===== config.mk =====
export PLATFORM = sky130hd
export DESIGN_NAME = bcfg_regs
export DESIGN_NICKNAME = d
export VERILOG_FILES = /design/src/verilog/bcfg_pkg.sv /design/src/verilog/bcfg_regs.sv
export SDC_FILE = /design/constraint.sdc
export NUM_CORES = 1
export LEC_CHECK = 0
export CAP_MARGIN = 20
export CELL_PAD_IN_SITES_DETAIL_PLACEMENT = 1
export CELL_PAD_IN_SITES_GLOBAL_PLACEMENT = 1
export CORE_MARGIN = 10
export CORE_UTILIZATION = 30
export CTS_CLUSTER_DIAMETER = 120
export DETAILED_ROUTE_END_ITERATION = 10
export DONT_BUFFER_PORTS = 1
export PLACE_DENSITY_LB_ADDON = 0.1
export SYNTH_ARGS = -nofsm -noshare
export SYNTH_HDL_FRONTEND = slang
export SYNTH_SLANG_ARGS = --single-unit

===== constraint.sdc =====
create_clock -name clk_i -period 1.7 [get_ports clk_i]
set_input_delay 0.17 -clock clk_i [delete_from_list [all_inputs] [get_ports clk_i]]
set_output_delay 0.17 -clock clk_i [all_outputs]
set_load 0.005 [all_outputs]

===== src/verilog/bcfg_pkg.sv =====
`default_nettype none
package bcfg_pkg;
    // Register byte offsets
    localparam logic [7:0]  BCFG_CONF_OFF      = 8'h50;
    localparam logic [7:0]  BCFG_MTT_OFF       = 8'h70;
    // Reset values
    localparam logic [15:0] BCFG_CONF_RST      = 16'h0000;
    localparam logic [7:0]  BCFG_MTT_RST       = 8'h00;
    // Writable bit masks, reserved bits stay zero
    localparam logic [15:0] BCFG_CONF_WMASK    = 16'hFC1F;
    localparam logic [7:0]  BCFG_MTT_WMASK     = 8'hF8;
    // Field positions
    localparam int          BCFG_CLKDIS_LSB    = 10;
    localparam int          BCFG_NCLK          = 6;
    localparam int          BCFG_PF_LSB        = 3;
    localparam int          BCFG_DEPTH_BIT     = 2;
    localparam int          BCFG_MAXDT_LSB     = 0;
    // Prefetch policy encodings
    localparam logic [1:0]  BCFG_PF_ALL        = 2'h0;
    localparam logic [1:0]  BCFG_PF_LINE_MULT  = 2'h1;
    // Delayed transaction limit encodings
    localparam logic [1:0]  BCFG_DT_FOUR       = 2'h0;
    localparam logic [1:0]  BCFG_DT_ONE        = 2'h1;
    localparam logic [1:0]  BCFG_DT_TWO        = 2'h2;
    localparam logic [2:0]  BCFG_CNT_4         = 3'h4;
    localparam logic [2:0]  BCFG_CNT_2         = 3'h2;
    localparam logic [2:0]  BCFG_CNT_1         = 3'h1;
    localparam logic [2:0]  BCFG_CNT_0         = 3'h0;
    // Buffer sizes in bytes
    localparam logic [9:0]  BCFG_BUF_SMALL     = 10'h100;
    localparam logic [9:0]  BCFG_BUF_LARGE     = 10'h200;
    // PCI read command codes
    localparam logic [3:0]  BCFG_CMD_MRD       = 4'h6;
    localparam logic [3:0]  BCFG_CMD_MRL       = 4'hE;
    localparam logic [3:0]  BCFG_CMD_MRM       = 4'hC;
    // Arbiter slice states
    typedef enum logic [1:0] {BCFG_IDLE, BCFG_HOLD, BCFG_EXPIRED} bcfg_slice_e;
endpackage
`default_nettype wire


===== src/verilog/bcfg_regs.sv =====
`timescale 1ns/1ns
`default_nettype none
// Operation
// - Bits 15:10 set each stop and tri-state one of six PCI clock outputs.
// - Prefetch field 00 allows prefetch on read, read line, read multiple.
// - Prefetch field 01 allows prefetch only on read line and multiple.
// - Prefetch field 10 or 11 disables all prefetching.
// - Depth bit 0 gives four 256-byte buffers, 1 gives two 512-byte.
// - Test mode limits delayed transactions 4/4, 1/1, 2/2; 11 reserved.
// - Arbiter holds grant for the time slice, then grants another requester.
// - Time-slice value zero disables the mechanism.
// - Count bits 7:3 in 8-clock units; slice equals value in clocks.
module bcfg_regs (
    input  wire logic        clk_i,
    input  wire logic        reset_n_i,
    input  wire logic        clk_en_i,
    input  wire logic [7:0]  addr_i,
    input  wire logic [15:0] wdata_i,
    input  wire logic        wr_i,
    input  wire logic        rd_i,
    output logic      [15:0] rdata_o,
    input  wire logic        pci_clk_src_i,
    output logic      [5:0]  pci_clock_out_o,
    output logic      [5:0]  pci_clock_oe_o,
    input  wire logic [3:0]  read_cmd_i,
    output logic             prefetch_ok_o,
    output logic             delayed_txn_depth_o,
    output logic      [2:0]  dt_buf_count_o,
    output logic      [9:0]  dt_buf_bytes_o,
    input  wire logic        test_mode_i,
    output logic      [2:0]  dt_max_active_o,
    output logic      [2:0]  dt_max_pending_o,
    input  wire logic        txn_start_i,
    input  wire logic        other_req_i,
    output logic             slice_hold_o,
    output logic             slice_expired_o
);
    import bcfg_pkg::*;

    typedef struct packed {
        logic [15:0] conf;
        logic [7:0]  multi_transaction_timer;
        logic [15:0] rdata;
        logic [1:0]  clk_sync0;
        logic [1:0]  clk_sync1;
        logic [5:0]  clk_out;
        logic [5:0]  clk_oe;
        logic        pf_ok;
        logic        depth;
        logic [2:0]  buf_count;
        logic [9:0]  buf_bytes;
        logic [2:0]  max_act;
        logic [2:0]  max_pend;
        bcfg_slice_e slice;
        logic [7:0]  cnt;
        logic        hold;
        logic        expired;
    } bcfg_state_s;

    bcfg_state_s st_r;
    bcfg_state_s st_nxt;

    // Field views of the stored registers
    logic [1:0]  pf_field;
    logic [1:0]  maxdt_field;
    logic        depth_bit;
    logic [5:0]  clk_dis;
    logic [7:0]  slice_len;

    // Register bus decode
    logic        wr_conf;
    logic        wr_mtt;
    logic        rd_conf;
    logic        rd_mtt;

    // Read command decode
    logic        cmd_mrd;
    logic        cmd_mrl;
    logic        cmd_mrm;

    // Slice timer helpers
    logic        slice_on;
    logic        cnt_last;

    // Source clock after the synchroniser chain
    logic        src_sync;

    // Slices of the configuration and timer registers
    assign pf_field    = st_r.conf[BCFG_PF_LSB +: 2];
    assign maxdt_field = st_r.conf[BCFG_MAXDT_LSB +: 2];
    assign depth_bit   = st_r.conf[BCFG_DEPTH_BIT];
    assign clk_dis     = st_r.conf[BCFG_CLKDIS_LSB +: BCFG_NCLK];
    assign slice_len   = st_r.multi_transaction_timer & BCFG_MTT_WMASK;

    // Strobe and address match for each register
    assign wr_conf = wr_i && (addr_i == BCFG_CONF_OFF);
    assign wr_mtt  = wr_i && (addr_i == BCFG_MTT_OFF);
    assign rd_conf = rd_i && (addr_i == BCFG_CONF_OFF);
    assign rd_mtt  = rd_i && (addr_i == BCFG_MTT_OFF);

    // Command match against the standard read encodings
    assign cmd_mrd = (read_cmd_i == BCFG_CMD_MRD);
    assign cmd_mrl = (read_cmd_i == BCFG_CMD_MRL);
    assign cmd_mrm = (read_cmd_i == BCFG_CMD_MRM);

    // A zero count field switches the slice mechanism off
    assign slice_on = (slice_len != 8'h00);
    assign cnt_last = (st_r.cnt <= 8'h01);

    // Only the last stage of the chain feeds the clock gates
    assign src_sync = st_r.clk_sync1[1];

    // Next-state logic for registers, derived controls and slice timer
    always_comb begin
        // Every field holds unless a branch below updates it
        st_nxt = st_r;

        // Read data is zero outside the cycle after a read strobe
        st_nxt.rdata = 16'h0000;

        // Configuration write; reserved bits masked to zero
        if (wr_conf) begin
            st_nxt.conf = wdata_i & BCFG_CONF_WMASK;
        end

        // Timer write; upper data byte and reserved low bits dropped
        if (wr_mtt) begin
            st_nxt.multi_transaction_timer = wdata_i[7:0] & BCFG_MTT_WMASK;
        end

        // Read data, valid the cycle after the strobe; unmapped reads zero
        if (rd_conf) begin
            st_nxt.rdata = st_r.conf;
        end else if (rd_mtt) begin
            st_nxt.rdata = {8'h00, st_r.multi_transaction_timer};
        end else begin
            st_nxt.rdata = 16'h0000;
        end

        // Source clock passes four flops before anything reads it
        st_nxt.clk_sync0 = {st_r.clk_sync0[0], pci_clk_src_i};
        st_nxt.clk_sync1 = {st_r.clk_sync1[0], st_r.clk_sync0[1]};

        // Prefetch permission for the command now on the bus
        case (pf_field)
            BCFG_PF_ALL: begin
                // Plain read, read line and read multiple
                st_nxt.pf_ok = cmd_mrd || cmd_mrl || cmd_mrm;
            end
            BCFG_PF_LINE_MULT: begin
                // Plain read is excluded here
                st_nxt.pf_ok = cmd_mrl || cmd_mrm;
            end
            default: begin
                // Both remaining codes turn prefetching off
                st_nxt.pf_ok = 1'b0;
            end
        endcase

        // Buffer arrangement follows the depth bit
        st_nxt.depth = depth_bit;
        if (depth_bit) begin
            // Two deep buffers for small systems
            st_nxt.buf_count = BCFG_CNT_2;
            st_nxt.buf_bytes = BCFG_BUF_LARGE;
        end else begin
            // Four shallow buffers by default
            st_nxt.buf_count = BCFG_CNT_4;
            st_nxt.buf_bytes = BCFG_BUF_SMALL;
        end

        // Delayed transaction limits, applied only in test mode
        if (!test_mode_i) begin
            // Normal operation always allows the full set
            st_nxt.max_act  = BCFG_CNT_4;
            st_nxt.max_pend = BCFG_CNT_4;
        end else begin
            case (maxdt_field)
                BCFG_DT_FOUR: begin
                    st_nxt.max_act = BCFG_CNT_4;
                end
                BCFG_DT_ONE: begin
                    st_nxt.max_act = BCFG_CNT_1;
                end
                BCFG_DT_TWO: begin
                    st_nxt.max_act = BCFG_CNT_2;
                end
                default: begin
                    // Reserved code allows nothing rather than guess
                    st_nxt.max_act = BCFG_CNT_0;
                end
            endcase
            // Pending limit always equals the active limit
            st_nxt.max_pend = st_nxt.max_act;
        end

        // Multi-transaction time slice
        case (st_r.slice)
            BCFG_IDLE: begin
                // No grant is held while idle
                st_nxt.expired = 1'b0;
                st_nxt.hold    = 1'b0;
                // A new series opens a slice only when the timer is on
                if (txn_start_i && slice_on) begin
                    st_nxt.slice = BCFG_HOLD;
                    st_nxt.cnt   = slice_len;
                    st_nxt.hold  = 1'b1;
                end
            end
            BCFG_HOLD: begin
                if (!slice_on) begin
                    // Clearing the timer aborts the slice at once
                    st_nxt.slice = BCFG_IDLE;
                    st_nxt.hold  = 1'b0;
                end else if (cnt_last) begin
                    // Slice used up; release the grant
                    st_nxt.hold = 1'b0;
                    st_nxt.cnt  = 8'h00;
                    if (other_req_i) begin
                        // Hand the bus to the waiting agent
                        st_nxt.expired = 1'b1;
                        st_nxt.slice   = BCFG_EXPIRED;
                    end else begin
                        // Nobody waits, so just go back to idle
                        st_nxt.slice = BCFG_IDLE;
                    end
                end else begin
                    // One more clock of the slice gone
                    st_nxt.cnt = st_r.cnt - 8'h01;
                end
            end
            BCFG_EXPIRED: begin
                // Expiry is a single-cycle pulse
                st_nxt.expired = 1'b0;
                st_nxt.slice   = BCFG_IDLE;
            end
            default: begin
                // Unused encoding recovers to idle
                st_nxt.slice = BCFG_IDLE;
            end
        endcase

        // Clock outputs gated and released by their disable bits
        st_nxt.clk_out = '0;
        st_nxt.clk_oe  = '0;
        for (int i = 0; i < BCFG_NCLK; i++) begin
            st_nxt.clk_out[i] = src_sync & ~clk_dis[i];
            st_nxt.clk_oe[i]  = ~clk_dis[i];
        end
    end

    // State register with clock enable and synchronous reset
    always_ff @(posedge clk_i) begin
        if (!reset_n_i) begin
            st_r <= '0;
            st_r.conf <= BCFG_CONF_RST;
            st_r.multi_transaction_timer <= BCFG_MTT_RST;
            st_r.slice <= BCFG_IDLE;
            st_r.clk_oe <= 6'h3F;
            st_r.buf_count <= BCFG_CNT_4;
            st_r.buf_bytes <= BCFG_BUF_SMALL;
            st_r.max_act <= BCFG_CNT_4;
            st_r.max_pend <= BCFG_CNT_4;
        end else if (clk_en_i) begin
            st_r <= st_nxt;
        end
    end

    assign rdata_o             = st_r.rdata;
    assign pci_clock_out_o     = st_r.clk_out;
    assign pci_clock_oe_o      = st_r.clk_oe;
    assign prefetch_ok_o       = st_r.pf_ok;
    assign delayed_txn_depth_o = st_r.depth;
    assign dt_buf_count_o      = st_r.buf_count;
    assign dt_buf_bytes_o      = st_r.buf_bytes;
    assign dt_max_active_o     = st_r.max_act;
    assign dt_max_pending_o    = st_r.max_pend;
    assign slice_hold_o        = st_r.hold;
    assign slice_expired_o     = st_r.expired;
endmodule
`default_nettype wire


==> flow_summary.json <==
{
  "layout-area-overhead-vs-synth_pct": 8.25,
  "core_area_mm2": 0.0102,
  "via_count_of_the_first_global_routing_pass": 2518,
  "ys_top_cells_by_area": "sky130_fd_sc_hd__dfxtp_1, sky130_fd_sc_hd__buf_4, sky130_fd_sc_hd__nand2_1, sky130_fd_sc_hd__a21oi_1, sky130_fd_sc_hd__o21ai_0",
  "cts.reportedPaths.clkPinSlew_ps": 70,
  "numCtsBuffers": 9,
  "top_cell_types_by_occurrence_after_synthesis": "sky130_fd_sc_hd__dfxtp_1, sky130_fd_sc_hd__nand2_1, sky130_fd_sc_hd__buf_4",
  "grt_max_degree": 44,
  "synth-compound-area-share_pct": 17.1,
  "synth_seq_area_share_pct": 41.4,
  "report.final.hold_viol_count": 0,
  "finalCritPeriodShare_pct": 89.8,
  "wire_length_of_the_first_global_routing_pass_um": 14100,
  "port_buffers": 0,
  "report.final.setup_viol": 0,
  "top_cell_type_by_total_area_after_synthesis": "sky130_fd_sc_hd__dfxtp_1",
  "ant_nets": 0,
  "adder_and_majority_cell_fraction_of_the_synthesized_area_pct": 0.809,
  "drt_wl_total_um": 8950,
  "synth-async-reset-ratio_pct": 0,
  "post_synth_mux_area_share_pct": 2.67,
  "worstPathMaxFanout": 4,
  "netlist-cell-type-count": 56,
  "crit_arrival_ps": 1790,
  "synth_top_flop_cell": "sky130_fd_sc_hd__dfxtp_1",
  "clk_latency_ps": 350,
  "worst_setup_path_end_kind": "register",
  "cts_tree": "done",
  "slew_headroom_pct": 64.1,
  "row_count": 37,
  "cts-root-buf": "sky130_fd_sc_hd__clkbuf_8",
  "place_hpwl_um": 5990,
  "min-delay-path-class": "in -> reg",
  "final.setup.tns_ps": 0,
  "grt_setup_unrepaired": "false",
  "antenna_violations_before_repair": 1,
  "initialDrtViolationCount": 65,
  "utilization_pct": 32.9,
  "place_area_mm2": 0.00287,
  "synth_top_family_by_area": "simple AND/OR/NAND/NOR gates",
  "clkSinkCount": 64,
  "timing.critical_path.required_ps": 1970,
  "routed_via_density": 4.92,
  "drive_above_1_share_pct": 10.5,
  "synthesis.area_per_instance_um2": 8.50,
  "design.die.area_mm2": 0.0148,
  "detailedRoute.firstPassIterationCount": 4,
  "synthMostInstantiatedCell": "sky130_fd_sc_hd__dfxtp_1",
  "worst-slew-pin-transition_ps": 537,
  "post-route-cell-area_mm2": 0.00335,
  "outcome": "completed",
  "post_drt_wl_per_cell_um": 18.3,
  "yosys_register_bits": 64,
  "synth_edf_count": 0,
  "area_of_the_mapped_netlist_mm2": 0.00309,
  "xor_xnor_fraction_of_synth_area_pct": 0,
  "synth.yosys.warnings": 0,
  "synth_simple_gate_area_share_pct": 22.2,
  "worst_ir_drop_on_vdd_v": 0.000382,
  "cts_max_path_buffers": 2,
  "num_io_pins": 88,
  "syn-instance-count": 364,
  "fillCellCount": 1227,
  "detail_route.drc_violations": 0,
  "die_h_um": 122,
  "vias": 2403,
  "globalRouteTotalUtil_pct": 12.3,
  "overflow": 0,
  "period_minus_slack_ps": 1530,
  "start_util_pct": 30.4,
  "routabilityCongestion": 0.733,
  "power.density_cell_area_mw_per_mm2": 932,
  "power.static_leakage_uw": 0.00116,
  "number_of_nets_in_the_finished_design": 385,
  "fin_skew_ps": 8.49,
  "max_cap_violations": 0,
  "timing_worst_setup_path_type": "reg -> reg",
  "post_cts.repair.setup_buffers": 0,
  "htree_num_levels": 3,
  "maxSlewViolCount": 0,
  "fmax_ghz": 0.655,
  "setup.worst_path.start_class": "register",
  "chipWidth_um": 122,
  "yosysTopAreaCellShare_pct": 41.4
}
## per-layer routing
| layer | up-vias | routed length (µm) | share of wire (%) | global-route usage, % |
|---|---|---|---|---|
| li1 | 1178 | - | - | - |
| met1 | 1169 | 3910 | 44 | 14.0 |
| met2 | 46 | 4370 | 49 | 20.8 |
| met3 | 10 | 509 | 5.7 | 4.72 |
| met4 | 0 | 149 | 1.7 | 4.25 |
| met5 | - | 0 | 0 | 0 |
## through the flow
| stage | hold slack (ps) | worst slack [ps] | total power (µW) | instances |
|---|---|---|---|---|
| floorplan | 303 | 189 | 1650 | 374 |
| global placement | 240 | 150 | 1610 | 447 |
| detailed placement | 243 | 135 | 1610 | 447 |
| CTS | 5.73 | 106 | 3180 | 487 |
| global route | 21.5 | 32.1 | 3270 | 488 |
| finish | 16.3 | 173 | 3120 | 488 |
## final timing paths
check | to | startpoint | slack [ps] | cells past startpoint
max | st_r[2] | st_r[3] | 170 | 6
min | rdata_o[15] | clk_en_i | 20 | 2
min reg2reg | clk_dis[2] | clk_dis[2] | 480 | 2
max reg2reg | st_r[2] | st_r[3] | 170 | 6
## cells by family after synthesis
logic type      Yosys count
simple gates            133
compound gates           83
buf+inv                  73
flops                    64
mux                       8
fa+ha+maj                 2
other cells               1
## sequential cells by signal, indices dropped and copies added (netlist names)
signal           count
slice_hold_o         1
slice_len            5
depth_bit            1
prefetch_ok_o        1
rdata_o             14
st_nxt               3
dt_max_active_o      3
clk_dis              6
maxdt_field          2
pf_field             2
pci_clock_out_o      6
st_r                10
src_sync             1
dt_buf_count_o       1
slice_expired_o      1
dt_buf_bytes_o       1
pci_clock_oe_o       6
## power breakdown
group	leakage [µW]	total, µW	internal [µW]	switching, µW
clock	0.000108	1460	866	597
sequential	0.000516	1510	1500	2.91
combinational	0.000534	152	62.2	90.2
## cell usage in the layout, fill, tap and decap left out, types with 4 or more instances in the layout
master                          count
sky130_fd_sc_hd__o211ai_1           4
sky130_fd_sc_hd__and3_1             5
sky130_fd_sc_hd__nand3_1           23
sky130_fd_sc_hd__inv_1              4
sky130_fd_sc_hd__clkbuf_8          10
sky130_fd_sc_hd__mux2i_1            6
sky130_fd_sc_hd__nand4_1            8
sky130_fd_sc_hd__buf_4              4
sky130_fd_sc_hd__a21oi_1           31
sky130_fd_sc_hd__dfxtp_1           63
sky130_fd_sc_hd__o21ai_0           27
sky130_fd_sc_hd__conb_1            11
sky130_fd_sc_hd__nor2_1            18
sky130_fd_sc_hd__nand3b_1           6
sky130_fd_sc_hd__dlygate4sd3_1     22
sky130_fd_sc_hd__nand2_1           53
## worst max-delay path, cell delays in order, from the launching register on
cell and delay (ps):
sky130_fd_sc_hd__dfxtp_1 380, sky130_fd_sc_hd__inv_1 80, sky130_fd_sc_hd__ha_1 190, sky130_fd_sc_hd__o21ba_2 260, sky130_fd_sc_hd__a31oi_4 220, sky130_fd_sc_hd__nand2_1 110
sky130_fd_sc_hd__o31ai_1 200
## layout make-up
class | count | area (µm²) | area share (%)
Multi-Input combinational cell | 237 | 1370 | 40.8
Sequential cell | 64 | 1280 | 38.3
Timing Repair Buffer | 28 | 290 | 8.67
Tap cell | 136 | 170 | 5.08
Clock buffer | 13 | 149 | 4.45
Clock inverter | 3 | 65.1 | 1.94
Inverter | 6 | 22.5 | 0.673
Antenna cell | 1 | 2.50 | 0.0747
## repair_timing
item,CTS,global route
hold buffers,24,0
endpoints found under the setup margin,0,2
hold endpoints to repair,54,0
gates resized for setup,0,1
Note: power is estimated with default switching activity, not from simulation.
